## config.mk

```make
export PLATFORM = sky130hd
export DESIGN_NAME = dual_cpu_ports
export DESIGN_NICKNAME = d
export VERILOG_FILES = /design/src/irq_pin_sync.v /design/src/axil_regif.v /design/src/dual_cpu_ports.v
export VERILOG_INCLUDE_DIRS = /design/src /design/src/src
export SDC_FILE = /design/constraint.sdc
export NUM_CORES = 1
export LEC_CHECK = 0
export BUFFER_PORTS_ARGS = -buffer_cell sky130_fd_sc_hd__clkbuf_2
export CORE_MARGIN = 2
export CORE_UTILIZATION = 58
export DETAILED_ROUTE_END_ITERATION = 8
export GPL_TIMING_DRIVEN = 0
export PLACE_DENSITY_LB_ADDON = 0.08
export SETUP_SLACK_MARGIN = 0.05
export SYNTH_ARGS = -nofsm -noshare
export SYNTH_HDL_FRONTEND = slang
export SYNTH_SLANG_ARGS = --single-unit
export TNS_END_PERCENT = 5
```

## constraint.sdc

```tcl
create_clock -name aclk -period 6 [get_ports aclk]
set_input_delay 1.2 -clock aclk [delete_from_list [all_inputs] [get_ports aclk]]
set_output_delay 1.2 -clock aclk [all_outputs]
set_load 0.005 [all_outputs]
```

## src/ports_defs.vh

```
// constants for the dual cpu parallel port block
// assumes a 32-bit axi4-lite register bus with byte addresses
`ifndef PORTS_DEFS_VH
`define PORTS_DEFS_VH

// ----------------------------------------
// register offsets (byte addresses, bits 7:0)
// ----------------------------------------
`define OFF_IRQ_CTRL  8'h10
`define OFF_IPC       8'h14
`define OFF_FLAG_CLR  8'h18
`define OFF_BUS_CTRL  8'h1c
`define OFF_PE        8'h20
`define OFF_PG        8'h24
`define PORT_BASE     8'h40
`define PORT_STRIDE   8'h08
`define PORT_DIR_OFF  8'h04
`define CPU_SEL_BIT   8

// ----------------------------------------
// bus control fields
// ----------------------------------------
`define BC_NIB0_LO    0
`define BC_NIB0_HI    1
`define BC_NIB1_LO    2
`define BC_NIB1_HI    3
`define BC_HOST_C     4
`define BC_MUX_D      5
`define BC_TMR_A      6
`define BC_TMR_B      7
`define BC_HOST_IRQ   8
`define BUS_CTRL_RST  9'h00f

// ----------------------------------------
// interrupt status / clear fields
// ----------------------------------------
`define IRQ_EN_RISE   0
`define IRQ_EN_FALL   1
`define IRQ_EN_LEVEL  2
`define IRQ_EN_IPC    3
`define FLG_RISE      4
`define FLG_FALL      5
`define FLG_LEVEL     6
`define FLG_IPC       7
`define FLAG_CLR_READ 8'hff

// ----------------------------------------
// pin positions in the flattened port vectors
// ----------------------------------------
`define PC_LSB        16
`define PD_LSB        24
`define PF_LSB        32
`define PF_TMR_A_BIT  35
`define PF_TMR_B_BIT  36
`define PF_HOST_IRQ   39

`define RESP_OKAY     2'b00
`define RESP_SLVERR   2'b10

`endif

```

## src/irq_pin_sync.v

```verilog
// two-stage synchroniser and edge detector for interrupt pins
// assumes pins may change at any time relative to aclk
`default_nettype none

module irq_pin_sync #(
	parameter N = 3
) (
	input  wire         aclk,
	input  wire         aresetn,
	input  wire [N-1:0] pin_in,
	output wire [N-1:0] level,
	output wire [N-1:0] rise,
	output wire [N-1:0] fall
);

	// edges count only once the chain holds real pin samples,
	// else a low pin would look like a fall right after reset
	reg [2:0] fill_r;

	always @(posedge aclk) begin
		if (!aresetn)
			fill_r <= 3'b000;
		else
			fill_r <= {fill_r[1:0], 1'b1};
	end

	genvar g;
	generate
		for (g = 0; g < N; g = g + 1) begin : pin_g
			reg meta_r;
			reg sync_r;
			reg prev_r;
			// first stage feeds only the second one
			always @(posedge aclk) begin
				if (!aresetn) begin
					meta_r <= 1'b1;
					sync_r <= 1'b1;
					prev_r <= 1'b1;
				end else begin
					meta_r <= pin_in[g];
					sync_r <= meta_r;
					prev_r <= sync_r;
				end
			end
			assign level[g] = sync_r;
			assign rise[g]  = sync_r & ~prev_r & fill_r[2];
			assign fall[g]  = ~sync_r & prev_r & fill_r[2];
		end
	endgenerate

endmodule // irq_pin_sync

`default_nettype wire

```

## src/axil_regif.v

```verilog
// axi4-lite slave front end, turns bus cycles into strobes
// assumes one outstanding write and one outstanding read
`default_nettype none
`include "ports_defs.vh"

module axil_regif #(
	parameter AW = 9
) (
	input  wire          aclk,
	input  wire          aresetn,
	input  wire [AW-1:0] awaddr,
	input  wire          awvalid,
	output reg           awready,
	input  wire [31:0]   wdata,
	input  wire [3:0]    wstrb,
	input  wire          wvalid,
	output reg           wready,
	output reg  [1:0]    bresp,
	output reg           bvalid,
	input  wire          bready,
	input  wire [AW-1:0] araddr,
	input  wire          arvalid,
	output reg           arready,
	output reg  [31:0]   rdata,
	output reg  [1:0]    rresp,
	output reg           rvalid,
	input  wire          rready,
	output wire          wr_en,
	output reg  [AW-1:0] wr_addr,
	output reg  [31:0]   wr_data,
	output reg  [3:0]    wr_strb,
	input  wire          wr_ok,
	output reg           rd_en,
	output reg  [AW-1:0] rd_addr,
	input  wire [31:0]   rd_data,
	input  wire          rd_ok
);

	// address and data held until both present and the last reply is gone
	assign wr_en = ~awready & ~wready & ~bvalid;

	always @(posedge aclk) begin
		if (!aresetn) begin
			awready <= 1'b1;
			wready  <= 1'b1;
			bvalid  <= 1'b0;
			bresp   <= `RESP_OKAY;
			wr_addr <= {AW{1'b0}};
			wr_data <= 32'h0;
			wr_strb <= 4'h0;
		end else begin
			if (awvalid && awready) begin
				awready <= 1'b0;
				wr_addr <= awaddr;
			end
			if (wvalid && wready) begin
				wready  <= 1'b0;
				wr_data <= wdata;
				wr_strb <= wstrb;
			end
			if (wr_en) begin
				awready <= 1'b1;
				wready  <= 1'b1;
				bvalid  <= 1'b1;
				bresp   <= wr_ok ? `RESP_OKAY : `RESP_SLVERR;
			end else if (bvalid && bready) begin
				bvalid <= 1'b0;
			end
		end
	end

	always @(posedge aclk) begin
		if (!aresetn) begin
			arready <= 1'b1;
			rd_en   <= 1'b0;
			rd_addr <= {AW{1'b0}};
			rvalid  <= 1'b0;
			rdata   <= 32'h0;
			rresp   <= `RESP_OKAY;
		end else begin
			rd_en <= 1'b0;
			if (arvalid && arready) begin
				arready <= 1'b0;
				rd_addr <= araddr;
				rd_en   <= 1'b1;
			end
			if (rd_en) begin
				rvalid <= 1'b1;
				rdata  <= rd_data;
				rresp  <= rd_ok ? `RESP_OKAY : `RESP_SLVERR;
			end else if (rvalid && rready) begin
				rvalid  <= 1'b0;
				arready <= 1'b1;
			end
		end
	end

endmodule // axil_regif

`default_nettype wire

```

## src/dual_cpu_ports.v

```verilog
// parallel ports and port f interrupt logic shared by two cpus
// assumes address bit 8 names the accessing cpu and pins are resolved outside
//
// Notes on behaviour
// - direction one drives pin from held latch
// - direction zero makes pin an input
// - port reads return pin levels, outputs too
// - inputs unlatched, placed on bus when selected
// - output and input only ports lack direction
// - per cpu two bits grant port a nibble writes
// - half permission writes leave other half alone
// - port c host bus, port d muxed bus
// - rising pin edge sets status bit 4
// - rise flag and enable bit 0 interrupt
// - falling edge sets bit 5, enable bit 1
// - each cpu keeps its own enables
// - bit 6 follows level pin low
// - level flag and enable bit 2 interrupt
// - cpu interrupt disable blocks all requests
// - level enable zero leaves only internal sources
// - port f pins for timers and host irq
// - zero bits clear flags, reads return ones
// - write to 0x14 flags the other cpu
// - level flag ignores software clear
`default_nettype none
`include "ports_defs.vh"

module dual_cpu_ports #(
	parameter AW = 9
) (
	input  wire          aclk,
	input  wire          aresetn,
	input  wire [AW-1:0] awaddr,
	input  wire          awvalid,
	output wire          awready,
	input  wire [31:0]   wdata,
	input  wire [3:0]    wstrb,
	input  wire          wvalid,
	output wire          wready,
	output wire [1:0]    bresp,
	output wire          bvalid,
	input  wire          bready,
	input  wire [AW-1:0] araddr,
	input  wire          arvalid,
	output wire          arready,
	output wire [31:0]   rdata,
	output wire [1:0]    rresp,
	output wire          rvalid,
	input  wire          rready,
	input  wire [7:0]    pa_in,
	output wire [7:0]    pa_out,
	output wire [7:0]    pa_oe,
	input  wire [7:0]    pb_in,
	output wire [7:0]    pb_out,
	output wire [7:0]    pb_oe,
	input  wire [7:0]    pc_in,
	output wire [7:0]    pc_out,
	output wire [7:0]    pc_oe,
	input  wire [7:0]    pd_in,
	output wire [7:0]    pd_out,
	output wire [7:0]    pd_oe,
	input  wire [7:0]    pf_in,
	output wire [7:0]    pf_out,
	output wire [7:0]    pf_oe,
	output reg  [7:0]    pe_out,
	input  wire [3:0]    pg_in,
	input  wire [7:0]    host_data_out,
	input  wire          host_data_oe,
	input  wire [7:0]    ext_ad_out,
	input  wire          ext_ad_oe,
	input  wire          timer_a_ext_out,
	input  wire          timer_a_ext_oe,
	input  wire          timer_b_ext_out,
	input  wire          timer_b_ext_oe,
	input  wire          host_irq_req,
	input  wire          cpu0_i_flag,
	input  wire          cpu1_i_flag,
	input  wire          cpu0_int_src,
	input  wire          cpu1_int_src,
	output reg           cpu0_irq,
	output reg           cpu1_irq
);

	// ----------------------------------------
	// bus front end
	// ----------------------------------------
	wire          wr_en;
	wire [AW-1:0] wr_addr;
	wire [31:0]   wr_data;
	wire [3:0]    wr_strb;
	wire          rd_en;
	wire [AW-1:0] rd_addr;
	reg  [31:0]   rd_data;
	reg           rd_ok;
	reg           wr_ok;

	axil_regif #(
		.AW(AW)
	) u_regif (
		.aclk(aclk), .aresetn(aresetn), .awaddr(awaddr), .awvalid(awvalid),
		.awready(awready), .wdata(wdata), .wstrb(wstrb), .wvalid(wvalid),
		.wready(wready), .bresp(bresp), .bvalid(bvalid), .bready(bready),
		.araddr(araddr), .arvalid(arvalid), .arready(arready), .rdata(rdata),
		.rresp(rresp), .rvalid(rvalid), .rready(rready), .wr_en(wr_en),
		.wr_addr(wr_addr), .wr_data(wr_data), .wr_strb(wr_strb), .wr_ok(wr_ok),
		.rd_en(rd_en), .rd_addr(rd_addr), .rd_data(rd_data), .rd_ok(rd_ok)
	);

	wire       wr_cpu = wr_addr[`CPU_SEL_BIT];
	wire       rd_cpu = rd_addr[`CPU_SEL_BIT];
	wire [7:0] wr_off = wr_addr[7:0];
	wire [7:0] rd_off = rd_addr[7:0];
	wire       wr_lo  = wr_en & wr_strb[0];

	// decodes a word offset to known or not
	function mapped;
		input [7:0] off;
		integer k;
		begin
			mapped = (off == `OFF_IRQ_CTRL) | (off == `OFF_IPC) | (off == `OFF_FLAG_CLR)
				| (off == `OFF_BUS_CTRL) | (off == `OFF_PE) | (off == `OFF_PG);
			for (k = 0; k < 5; k = k + 1) begin
				if (off == `PORT_BASE + k * `PORT_STRIDE)
					mapped = 1'b1;
				if (off == `PORT_BASE + k * `PORT_STRIDE + `PORT_DIR_OFF)
					mapped = 1'b1;
			end
		end
	endfunction

	always @* begin
		wr_ok = mapped(wr_off);
		rd_ok = mapped(rd_off);
	end

	// ----------------------------------------
	// bus control and port e
	// ----------------------------------------
	reg [8:0] bus_ctrl_r;

	always @(posedge aclk) begin
		if (!aresetn) begin
			bus_ctrl_r <= `BUS_CTRL_RST;
			pe_out     <= 8'h00;
		end else begin
			if (wr_lo && wr_off == `OFF_BUS_CTRL)
				bus_ctrl_r <= wr_data[8:0];
			if (wr_lo && wr_off == `OFF_PE)
				pe_out <= wr_data[7:0];
		end
	end

	// per cpu nibble grant; each ungranted nibble stays put
	wire [1:0] nib_sel = wr_cpu ? {bus_ctrl_r[`BC_NIB1_HI], bus_ctrl_r[`BC_NIB1_LO]}
		: {bus_ctrl_r[`BC_NIB0_HI], bus_ctrl_r[`BC_NIB0_LO]};
	wire [7:0] nib_mask = {{4{nib_sel[1]}}, {4{nib_sel[0]}}};

	// ----------------------------------------
	// bidirectional port latches and directions
	// ----------------------------------------
	wire [39:0] lat_all;
	wire [39:0] dir_all;
	wire [39:0] pin_in_all = {pf_in, pd_in, pc_in, pb_in, pa_in};

	genvar g;
	generate
		for (g = 0; g < 5; g = g + 1) begin : port_g
			localparam [31:0] D_ADR = `PORT_BASE + g * `PORT_STRIDE;
			localparam [7:0]  D_OFF = D_ADR[7:0];
			localparam [7:0]  R_OFF = D_OFF + `PORT_DIR_OFF;
			wire [7:0] mask = (g == 0) ? nib_mask : 8'hff;
			reg  [7:0] lat_r;
			reg  [7:0] dir_r;
			always @(posedge aclk) begin
				if (!aresetn) begin
					lat_r <= 8'h00;
					dir_r <= 8'h00;
				end else begin
					if (wr_lo && wr_off == D_OFF)
						lat_r <= (lat_r & ~mask) | (wr_data[7:0] & mask);
					if (wr_lo && wr_off == R_OFF)
						dir_r <= wr_data[7:0];
				end
			end
			assign lat_all[g*8 +: 8] = lat_r;
			assign dir_all[g*8 +: 8] = dir_r;
		end
	endgenerate

	// ----------------------------------------
	// pin drive with alternate functions
	// ----------------------------------------
	reg [39:0] out_nxt;
	reg [39:0] oe_nxt;
	reg [39:0] pin_out_r;
	reg [39:0] pin_oe_r;

	always @* begin
		out_nxt = lat_all;
		oe_nxt  = dir_all;
		if (bus_ctrl_r[`BC_HOST_C]) begin
			out_nxt[`PC_LSB +: 8] = host_data_out;
			oe_nxt[`PC_LSB +: 8]  = {8{host_data_oe}};
		end
		if (bus_ctrl_r[`BC_MUX_D]) begin
			out_nxt[`PD_LSB +: 8] = ext_ad_out;
			oe_nxt[`PD_LSB +: 8]  = {8{ext_ad_oe}};
		end
		if (bus_ctrl_r[`BC_TMR_A]) begin
			out_nxt[`PF_TMR_A_BIT] = timer_a_ext_out;
			oe_nxt[`PF_TMR_A_BIT]  = timer_a_ext_oe;
		end
		if (bus_ctrl_r[`BC_TMR_B]) begin
			out_nxt[`PF_TMR_B_BIT] = timer_b_ext_out;
			oe_nxt[`PF_TMR_B_BIT]  = timer_b_ext_oe;
		end
		// open drain: pulled low only while the request stands
		if (bus_ctrl_r[`BC_HOST_IRQ]) begin
			out_nxt[`PF_HOST_IRQ] = 1'b0;
			oe_nxt[`PF_HOST_IRQ]  = host_irq_req;
		end
	end

	always @(posedge aclk) begin
		if (!aresetn) begin
			pin_out_r <= 40'h0;
			pin_oe_r  <= 40'h0;
		end else begin
			pin_out_r <= out_nxt;
			pin_oe_r  <= oe_nxt;
		end
	end

	assign {pf_out, pd_out, pc_out, pb_out, pa_out} = pin_out_r;
	assign {pf_oe, pd_oe, pc_oe, pb_oe, pa_oe}      = pin_oe_r;

	// ----------------------------------------
	// port f interrupt flags and enables
	// ----------------------------------------
	wire [2:0] pf_lvl;
	wire [2:0] pf_rise;
	wire [2:0] pf_fall;

	irq_pin_sync #(
		.N(3)
	) u_sync (
		.aclk    (aclk),
		.aresetn (aresetn),
		.pin_in  (pf_in[2:0]),
		.level   (pf_lvl),
		.rise    (pf_rise),
		.fall    (pf_fall)
	);

	reg       rise_flag_r;
	reg       fall_flag_r;
	reg [1:0] ipc_flag_r;
	reg [3:0] en0_r;
	reg [3:0] en1_r;
	wire      low_flag = ~pf_lvl[2];

	wire flg_clr_wr = wr_lo & (wr_off == `OFF_FLAG_CLR);
	wire ipc_wr     = wr_en & (wr_off == `OFF_IPC);
	wire irq_cs_wr  = wr_lo & (wr_off == `OFF_IRQ_CTRL);
	wire clr_rise = flg_clr_wr & ~wr_data[`FLG_RISE];
	wire clr_fall = flg_clr_wr & ~wr_data[`FLG_FALL];
	wire clr_ipc  = flg_clr_wr & ~wr_data[`FLG_IPC];

	always @(posedge aclk) begin
		if (!aresetn) begin
			rise_flag_r <= 1'b0;
			fall_flag_r <= 1'b0;
			ipc_flag_r  <= 2'b00;
			en0_r       <= 4'h0;
			en1_r       <= 4'h0;
		end else begin
			// a set in the clearing cycle wins
			rise_flag_r <= pf_rise[0] | (rise_flag_r & ~clr_rise);
			fall_flag_r <= pf_fall[1] | (fall_flag_r & ~clr_fall);
			// each cpu flags the other, clears only its own
			ipc_flag_r[0] <= (ipc_wr & wr_cpu)
				| (ipc_flag_r[0] & ~(clr_ipc & ~wr_cpu));
			ipc_flag_r[1] <= (ipc_wr & ~wr_cpu)
				| (ipc_flag_r[1] & ~(clr_ipc & wr_cpu));
			if (irq_cs_wr && !wr_cpu)
				en0_r <= wr_data[3:0];
			if (irq_cs_wr && wr_cpu)
				en1_r <= wr_data[3:0];
		end
	end

	// level source is masked by bit 2; others count as internal
	wire req0 = (rise_flag_r & en0_r[`IRQ_EN_RISE]) | (fall_flag_r & en0_r[`IRQ_EN_FALL])
		| (low_flag & en0_r[`IRQ_EN_LEVEL]) | (ipc_flag_r[0] & en0_r[`IRQ_EN_IPC])
		| cpu0_int_src;
	wire req1 = (rise_flag_r & en1_r[`IRQ_EN_RISE]) | (fall_flag_r & en1_r[`IRQ_EN_FALL])
		| (low_flag & en1_r[`IRQ_EN_LEVEL]) | (ipc_flag_r[1] & en1_r[`IRQ_EN_IPC])
		| cpu1_int_src;

	always @(posedge aclk) begin
		if (!aresetn) begin
			cpu0_irq <= 1'b0;
			cpu1_irq <= 1'b0;
		end else begin
			cpu0_irq <= req0 & ~cpu0_i_flag;
			cpu1_irq <= req1 & ~cpu1_i_flag;
		end
	end

	// ----------------------------------------
	// read mux
	// ----------------------------------------
	integer k;
	always @* begin
		rd_data = 32'h0;
		case (rd_off)
			`OFF_IRQ_CTRL: rd_data[7:0] = {ipc_flag_r[rd_cpu], low_flag, fall_flag_r,
				rise_flag_r, rd_cpu ? en1_r : en0_r};
			`OFF_FLAG_CLR: rd_data[7:0] = `FLAG_CLR_READ;
			`OFF_BUS_CTRL: rd_data[8:0] = bus_ctrl_r;
			`OFF_PG: rd_data[3:0] = pg_in;
			default: rd_data = 32'h0;
		endcase
		// pins read live, so driven bits read back too
		for (k = 0; k < 5; k = k + 1) begin
			if (rd_off == `PORT_BASE + k * `PORT_STRIDE)
				rd_data[7:0] = pin_in_all[k*8 +: 8];
			if (rd_off == `PORT_BASE + k * `PORT_STRIDE + `PORT_DIR_OFF)
				rd_data[7:0] = dir_all[k*8 +: 8];
		end
	end

endmodule // dual_cpu_ports

`default_nettype wire

```

==> results.yml, run 1 <==
run_status:
  status: "completed"
grt:
  grt_overflow: 0
  grt_pass1_vias: 8688
  antenna_found_initial: 2
  grt_use_total_pct: 33.5
  grt_start_max_net_pins: 15
  grt_pass1_wl_um: 50300
setup_path:
  path_class: "register to register"
  max_stage_delay_ns: 0.63
  crit_arrival_ns: 3.53
  crit_start: "u_regif.rd_addr[3]"
  crit_path_end_kind: "register"
  required_ns: 6.49
  path_common_cell: "clkbuf_1"
  critPathMaxFanout: 10
  startpoint_type: "register"
  slowest_stage: "a311oi_1"
  crit_chain: "clkbuf_1 > clkbuf_1 > clkbuf_1 > nand2_1 > a211oi_1 > o21ai_0 > a311oi_1 > o21a_1"
  reg2reg_depth: 8
  timing.rr.start: "u_regif.rd_addr[3]"
pwr:
  ir_drop_v: 0.000244
  power.share.clock_pct: 44.6
  p_leak_uw: 0.00527
  power_density_mw_per_mm2: 275
  power_switching_share_pct: 24.2
  p_comb_share_pct: 8.1
  internal_power_uw: 2690
  p_switching_uw: 859
  seq_power_share_pct: 47.3
clock_tree:
  hold_buffers: 0
  post-cts-setup-buffer-count: 0
  clkLatencyLatePin_ns: 0.54
  root_buffer: "clkbuf_16"
  cts_buffers: 25
  cts_tree: "yes"
  cts.clk_slew.worst_paths_ns: 0.07
  cts_buffer_depth: 3
  htreeDepth: 1
  cts.sinks: 247
  ctsResizeCount: 0
final_layout:
  stdcell_count: 1634
  drive_gt1_share_pct: 21.8
  area_growth_pct: 21.3
  postLayoutCellArea_mm2: 0.0129
  antenna_cells: 0
  fin_nets: 1519
placed_design:
  dpl_cell_area_mm2: 0.0121
  io_buffers: 211
  dpl.hpwl_um: 25200
  dp.cells: 1589
  pre_cts_ws_ns: 2.72
  gp_congestion: 0.993
worst_hold_path:
  hold_path_class: "register to register"
  min_from: "u_sync.pin_g[0].meta_r"
  worst_hold_path.num_cells: 1
synth:
  synth-xor-area-share_pct: 0
  synth_top_family_by_area: "simple AND/OR/NAND/NOR gates"
  ys_ff_latch: 247
  synth_area_leaders: "dfxtp_1 46%, mux2i_1 10%, nor2b_1 6.5%"
  yosys.area_share.simple_pct: 22.5
  synth_top_cell_area_share_pct: 46.5
  synth_fa_ha_area_share_pct: 0
  syn_inst: 1125
  postSynth.asyncResetShare_pct: 0
  yosys_most_used_dff: "dfxtp_1"
  ys_seq_area_share_pct: 46.5
  synth_edf_count: 0
  synth.mux.area_fraction_pct: 11.0
  yosys_warnings: 0
  synth_area_leader_cell: "dfxtp_1"
  synth_compound_area_share_pct: 14.8
  syn_avg_cell_area_um2: 9.46
  synthesis.area_mm2: 0.0106
  synth_cell_types: 71
die:
  die_w_um: 139
  rows: 49
  die_h_um: 139
  dieArea_mm2: 0.0194
  core_mm2: 0.0180
  ios: 263
  initial_core_util_pct: 59.2
timing:
  fin_setup_tns_ns: 0
  rsz0062_at_grt: "false"
  timing.slew.headroom_pct: 6.56
  fin_crit_sh_pct: 50.8
  finalMaxSlewViolations: 0
  setup-violations-final: 0
  finClkSkew_ns: 0.0151
  holdWs_ns: 0.409
  setup_ws_ns: 2.95
  finalWorstPathRequiredPeriod_ns: 3.05
  final-hold-violation-count: 0
  tightest_slew_ns: 1.38
  fmax_ghz: 0.328
drt:
  first_iter_violations: 907
  wl_um: 34200
  vias: 9501
  vias_per_cell: 5.81
  drc_errors: 0
  drt_pass1_iterations: 8
  wl_per_cell_um: 21.0
  final_antenna_net_count: 0
job:
  maxCapViolations: 0
-- state kept, by name, indices dropped and copies added (netlist names), 2 cells and up, named ones only --
signal	flops
u_regif.wr_addr	9
u_sync.pin_g.prev_r	2
ipc_flag_r	2
port_g.dir_r	40
u_regif.rd_addr	9
en0_r	4
pe_out	8
en1_r	4
pin_out_r	40
bus_ctrl_r	9
pin_oe_r	40
u_regif.wr_data	9
u_sync.pin_g.meta_r	3
u_sync.fill_r	3
u_regif.rdata	9
port_g.lat_r	32
u_sync.pin_g.sync_r	3
-- per-stage QoR --
stage	total power (µW)	utilization (%)
4_1_cts	3540	71.8
2_1_floorplan	1870	-
5_1_grt	3640	71.8
3_5_place_dp	1990	67.2
3_3_place_gp	1990	67.2
6_report	3550	71.8
-- power groups by stage --
stage / logic [µW] / clock network [µW] / registers (µW)
6_report: 289 / 1580 / 1680
3_3_place_gp: 278 / 0 / 1710
2_1_floorplan: 162 / 0 / 1710
3_5_place_dp: 278 / 0 / 1710
5_1_grt: 305 / 1650 / 1680
4_1_cts: 280 / 1590 / 1680
-- synthesized netlist by cell type (3+ instances only) --
library cell  instances
a211oi_1             11
a21boi_0             69
a21o_1                5
a21oi_1              28
a22oi_1               8
a2bb2oi_1             4
a32oi_1               4
and2_1               51
and3b_1               3
buf_1                 3
buf_2                 6
buf_4                25
clkbuf_1             76
dfxtp_1             247
inv_1                12
mux2_2                6
mux2i_1             110
nand2_1             101
nand2b_1             38
nand3_1              35
nand4_1               7
nor2_1               14
nor2b_1             110
nor3_1                8
nor3_4                4
nor3b_1               3
nor4b_2               3
nor4bb_1              3
o211ai_1              7
o21ai_0              46
o22ai_1               9
o31ai_1               7
or3_1                 5
or4_1                 3
-- worst max-delay path, delay by kind of cell (launching register included) --
kind | cells | cell delay, ns
simple gates | 1 | 0.10
flops | 1 | 0.31
compound gates | 4 | 1.28
buf+inv | 3 | 1.30
-- path summary, 6_finish.rpt --
path | slack [ns] | end
max | 2.95 | u_regif.rdata[5]
max reg2reg | 2.95 | u_regif.rdata[5]
min | 0.41 | u_sync.pin_g[0].sync_r
min reg2reg | 0.41 | u_sync.pin_g[0].sync_r
-- routing by layer --
layer | track usage, % | up-vias | share of wire, %
li1 | - | 4382 | -
met1 | 45.2 | 4481 | 42
met2 | 52.9 | 547 | 44
met3 | 6.99 | 91 | 9.4
met4 | 13.5 | 0 | 4.0
met5 | 0 | - | 0
-- area by class of cell --
type / count / area, µm²
Timing Repair Buffer: 211 / 1060
Clock inverter: 9 / 116
Tap cell: 229 / 287
Multi-Input combinational cell: 780 / 5220
Sequential cell: 247 / 4940
Fill cell: 1396 / 5060
Buffer: 110 / 514
Clock buffer: 36 / 717
Inverter: 12 / 45.0
-- placed cells by master, fill, tap and decap left out, types with 7 or more instances in the layout --
cell type / instances
nor3_1: 8
o22ai_1: 9
nand4_1: 7
clkbuf_16: 25
conb_1: 25
dfxtp_1: 247
nand2_1: 101
nand3_1: 35
o21ai_0: 46
o211ai_1: 7
a21boi_0: 69
a211oi_1: 11
a22oi_1: 8
a21oi_1: 28
o31ai_1: 7
nand2b_1: 38
and2_1: 51
buf_4: 25
inv_1: 12
clkbuf_1: 82
clkbuf_2: 211
nor2b_1: 110
nor2_1: 14
mux2i_1: 110
-- logic make-up after synthesis --
family	after synthesis
buffers and inverters	122
AND/OR/NAND/NOR	412
other	1
AO/OA/AOI/OAI	227
multiplexers	116
flip-flops	247
(Power assumes the default switching activity.)
==> run 2: changes to the inputs <==
--- a/config.mk
+++ b/config.mk
@@ -8,7 +8,7 @@
 export LEC_CHECK = 0
 export BUFFER_PORTS_ARGS = -buffer_cell sky130_fd_sc_hd__clkbuf_2
 export CORE_MARGIN = 2
-export CORE_UTILIZATION = 58
+export CORE_UTILIZATION = 53
 export DETAILED_ROUTE_END_ITERATION = 8
 export GPL_TIMING_DRIVEN = 0
 export PLACE_DENSITY_LB_ADDON = 0.08
==> constraint.sdc (replaced) <==
create_clock -name aclk -period 3.07 [get_ports aclk]
set_input_delay 0.614 -clock aclk [delete_from_list [all_inputs] [get_ports aclk]]
set_output_delay 0.614 -clock aclk [all_outputs]
set_load 0.005 [all_outputs]
==> run 2 against run 1 <==
- die area increased by 9.2%
- cell count increased by 2.3%
- maximum frequency increased by 3.7%
- clock power increased by 99%
- core utilization decreased by 5.5 points
==> results.yml, run 2 (same netlist as run 1, synthesis figures left out) <==
setup_path:
  timing.rr.start: "u_regif.rd_addr[3]"
  critPathMaxFanout: 10
  max_stage_delay_ns: 0.58
  required_ns: 3.56
  crit_start: "u_regif.rd_addr[3]"
  worst-r2r-setup-slack_ns: 0.13
  slowest_stage: "clkbuf_1"
  crit_family: "buffers and inverters"
  startpoint_type: "register"
  path_buf_inv: 3
  crit_chain: "clkbuf_1 > clkbuf_1 > buf_2 > mux2i_1 > a211oi_1 > o21ai_0 > a311oi_1 > o21a_1"
  path_common_cell: "clkbuf_1"
  crit_path_end_kind: "register"
  path_class: "register to register"
  crit_arrival_ns: 3.42
clock_tree:
  post-cts-setup-buffer-count: 0
  htreeDepth: 1
  cts_buffers: 26
  cts.sinks: 247
  cts_buffer_depth: 3
  clkLatencyLatePin_ns: 0.54
  cts_tree: "yes"
  cts.clk_slew.worst_paths_ns: 0.06
  root_buffer: "clkbuf_16"
timing:
  setup_ws_ns: 0.132
  finClkSkew_ns: 0.0218
  fin_setup_tns_ns: 0
  finalMaxSlewViolations: 0
  setup-violations-final: 0
  timing.slew.headroom_pct: 16.7
  finalWorstPathRequiredPeriod_ns: 2.94
  rsz0062_at_grt: "true"
  fmax_ghz: 0.340
  final-hold-violation-count: 0
  fin_crit_sh_pct: 95.7
  tightest_slew_ns: 1.25
die:
  rows: 51
  core_mm2: 0.0196
  die_h_um: 146
  initial_core_util_pct: 54.3
  ios: 263
  dieArea_mm2: 0.0212
  die_w_um: 146
grt:
  grt_overflow: 0
  grt_pass1_wl_um: 52700
  antenna_found_initial: 0
  grt_start_max_net_pins: 14
  grt_pass1_vias: 9059
  grt_use_total_pct: 32.0
worst_hold_path:
  hold_path_class: "input port to register"
  min_from: "aresetn"
pwr:
  power_density_mw_per_mm2: 538
  ir_drop_v: 0.000462
  p_leak_uw: 0.00529
  p_total_uw: 6990
final_layout:
  postLayoutCellArea_mm2: 0.0130
  layout_commonest_cell: "dfxtp_1"
  area_growth_pct: 22.1
  fin_nets: 1520
  reg.largest.list: "pin_oe_r: 40 flops, pin_out_r: 40 flops, port_g.dir_r: 40 flops"
  final_cell_mix: "247 x dfxtp_1, 211 x clkbuf_2, 110 x nor2b_1, 110 x mux2i_1, 101 x nand2_1"
  drive_gt1_share_pct: 21.9
placed_design:
  dpl.hpwl_um: 26300
  io_buffers: 211
  dpl_cell_area_mm2: 0.0121
  pre_cts_ws_ns: 0.233
  gp_congestion: 1.00
drt:
  final_antenna_net_count: 0
  drt_pass1_iterations: 5
  wl_per_cell_um: 20.9
  drc_errors: 0
  vias_per_cell: 5.59
  vias: 9339
  first_iter_violations: 848
  wl_um: 34900
run_status:
  status: "completed"
job:
  maxCapViolations: 0
==> run 2: layout make-up <==
| class | instances | area [µm²] |
|---|---|---|
| antenna | 2 | 5.00 |
| buffer | 110 | 514 |
| clock buffer | 36 | 738 |
| clock inverter | 9 | 118 |
| fill | 1686 | 6610 |
| inverter | 12 | 45.0 |
| multi-input combinational | 780 | 5230 |
| sequential | 247 | 4940 |
| tap | 265 | 332 |
| timing repair buffer | 211 | 1060 |
==> run 2: per-stage QoR <==
| step | hold slack (ns) | cells | util, % |
|---|---|---|---|
| global placement | 0.387 | 1625 | 61.8 |
| detailed placement | 0.395 | 1625 | 61.8 |
| floorplan | 0.386 | 1149 | - |
| CTS | 0.218 | 1670 | 66.2 |
| global route | 0.224 | 1670 | 66.3 |
| finish | 0.223 | 1672 | 66.3 |
==> run 2: power breakdown <==
part           switching, µW  internal [µW]
Sequential              39.0           3240
Combinational            348            210
Clock                   1300           1850
Total                   1680           5300
==> run 2: layer usage <==
layer,wire length (µm),track usage (%),vias to the layer above
li1,-,-,4383
met1,15300,43.6,4419
met2,16000,52.1,459
met3,2500,5.05,78
met4,1110,10.8,0
met5,0,0,-
==> run 2: worst paths after layout <==
check | end | cells after the start
setup reg to reg | u_regif.rdata[5] | 8
hold reg to reg | u_sync.pin_g[2].sync_r | 1
hold / removal | u_sync.fill_r[0] | 1
setup / recovery | u_regif.rdata[5] | 8
==> run 2: what timing repair did <==
action,in CTS,in global routing
hold buffers,0,0
gates resized for setup,0,1
endpoints found under the setup margin,0,1
==> run 3: changes to the inputs <==
--- a/config.mk
+++ b/config.mk
@@ -8,7 +8,7 @@
 export LEC_CHECK = 0
 export BUFFER_PORTS_ARGS = -buffer_cell sky130_fd_sc_hd__clkbuf_2
 export CORE_MARGIN = 2
-export CORE_UTILIZATION = 53
+export CORE_UTILIZATION = 50
 export DETAILED_ROUTE_END_ITERATION = 8
 export GPL_TIMING_DRIVEN = 0
 export PLACE_DENSITY_LB_ADDON = 0.08
==> run 3 against run 2 <==
- cell count up 0.60%
- maximum frequency up 1.5%
- sequential share of layout area down 0.051 points
- sequential cell count unchanged
- via count down 0.89%
- sequential power about the same
- critical endpoint unchanged
- largest power group unchanged
==> results.yml, run 3 (same netlist as run 1, synthesis figures left out) <==
final_layout:
  reg.largest.list: "pin_oe_r: 40 flops, pin_out_r: 40 flops, port_g.dir_r: 40 flops"
  final_cell_mix: "247 x dfxtp_1, 211 x clkbuf_2, 110 x nor2b_1, 110 x mux2i_1, 101 x nand2_1"
  postLayoutCellArea_mm2: 0.0130
  drive_gt1_share_pct: 22.2
  area_growth_pct: 22.2
  layout_commonest_cell: "dfxtp_1"
  antenna_cells: 0
  fin_nets: 1520
timing:
  finalWorstPathRequiredPeriod_ns: 2.90
  holdWs_ns: 0.230
  fin_crit_sh_pct: 94.3
  tightest_slew_ns: 1.18
  setup-violations-final: 0
  finClkSkew_ns: 0.0242
  fin_setup_tns_ns: 0
  setup_ws_ns: 0.175
  final-hold-violation-count: 0
  fmax_ghz: 0.345
  finalMaxSlewViolations: 0
  timing.slew.headroom_pct: 20.0
  rsz0062_at_grt: "false"
die:
  die_h_um: 150
  ios: 263
  rows: 53
  dieArea_mm2: 0.0225
  die_w_um: 150
  initial_core_util_pct: 50.8
  core_mm2: 0.0210
placed_design:
  dpl_cell_area_mm2: 0.0121
  io_buffers: 211
  pre_cts_ws_ns: 0.249
  gp_congestion: 0.991
  dpl.hpwl_um: 26700
clock_tree:
  cts_buffer_depth: 3
  clkLatencyLatePin_ns: 0.54
  cts.clk_slew.worst_paths_ns: 0.06
  post-cts-setup-buffer-count: 0
  root_buffer: "clkbuf_16"
  hold_buffers: 0
  cts.sinks: 247
  cts_tree: "yes"
  htreeDepth: 1
  ctsResizeCount: 0
  cts_buffers: 26
drt:
  vias_per_cell: 5.50
  vias: 9256
  wl_um: 35200
  first_iter_violations: 779
  final_antenna_net_count: 0
  drc_errors: 0
  wl_per_cell_um: 20.9
  drt_pass1_iterations: 5
setup_path:
  r2r-end: "u_regif.rdata[5]"
  path_class: "register to register"
  crit_arrival_ns: 3.38
  crit_path_end_kind: "register"
  crit_chain: "clkbuf_1 > clkbuf_1 > clkbuf_1 > nand2_1 > a211oi_1 > o21ai_0 > a311oi_1 > o21a_1"
  required_ns: 3.55
  path_common_cell: "clkbuf_1"
  max_stage_delay_ns: 0.53
  critPathMaxFanout: 10
  worst-r2r-setup-slack_ns: 0.17
  timing.rr.start: "u_regif.rd_addr[3]"
  reg2reg_depth: 8
  slowest_stage: "clkbuf_1"
  startpoint_type: "register"
grt:
  grt_pass1_vias: 8703
  grt_use_total_pct: 30.8
  grt_overflow: 0
  grt_pass1_wl_um: 52300
  grt_start_max_net_pins: 15
  antenna_found_initial: 0
pwr:
  p_leak_uw: 0.00529
  ir_drop_v: 0.000421
  power_density_mw_per_mm2: 538
worst_hold_path:
  min_from: "aresetn"
  hold-path-endpoint: "u_sync.fill_r[0]"
  hold_path_class: "input port to register"
  worst_hold_path.num_cells: 1
job:
  maxCapViolations: 0
run_status:
  status: "completed"
==> run 3: changes by cell type in the layout (fill, tap and decap cells not counted), moves of 2 or more <==
cell and change:
clkbuf_1 -3, clkbuf_8 +3, clkinvlp_4 +3, diode_2 -2
==> run 3: report_power, final <==
group          internal, µW  leakage, µW  switching [µW]
combinational           209      0.00287             349
sequential             3240      0.00200            38.1
clock                  1840     0.000426            1320
total                  5290      0.00529            1710
==> run 3: cell type report <==
class / count / area [µm²]
buffer: 110 / 514
clock buffer: 36 / 768
clock inverter: 11 / 106
fill: 1871 / 7950
inverter: 12 / 45.0
multi-input combinational: 780 / 5220
sequential: 247 / 4940
tap: 275 / 344
timing repair buffer: 211 / 1060
==> run 3: through the flow <==
stage	utilization [%]	instances	power, µW
finish	62.0	1682	7000
floorplan	-	1149	3650
global route	62.0	1682	7210
detailed placement	57.9	1635	3900
CTS	62.0	1682	7010
global placement	57.9	1635	3900
==> run 3: layer usage <==
layer,wire (µm),vias to the layer above,GRT usage [%]
met3,3170,63,4.60
met1,14900,4353,42.4
met5,0,-,0
met2,16000,455,49.7
li1,-,4385,-
met4,1100,0,10.3
==> run 3: worst max-delay path by stage <==
stage                                   from                to  slack, ns  cells past startpoint
after floorplan           u_regif.rd_addr[4]  u_regif.rdata[2]       1.02                      6
after global placement    u_regif.rd_addr[3]  u_regif.rdata[5]       0.20                      8
after detailed placement  u_regif.rd_addr[3]  u_regif.rdata[5]       0.25                      8
after CTS                 u_regif.rd_addr[3]  u_regif.rdata[5]       0.24                      8
after global routing      u_regif.rd_addr[3]  u_regif.rdata[2]       0.09                      7
final                     u_regif.rd_addr[3]  u_regif.rdata[5]       0.17                      8
==> run 3: critical path: cells and delay by family (launching register included) <==
| family | cells | cell delay [ns] |
|---|---|---|
| DFF | 1 | 0.30 |
| buffers and inverters | 3 | 1.38 |
| AOI/OAI and AO/OA | 4 | 1.06 |
| and+or+nand+nor | 1 | 0.11 |
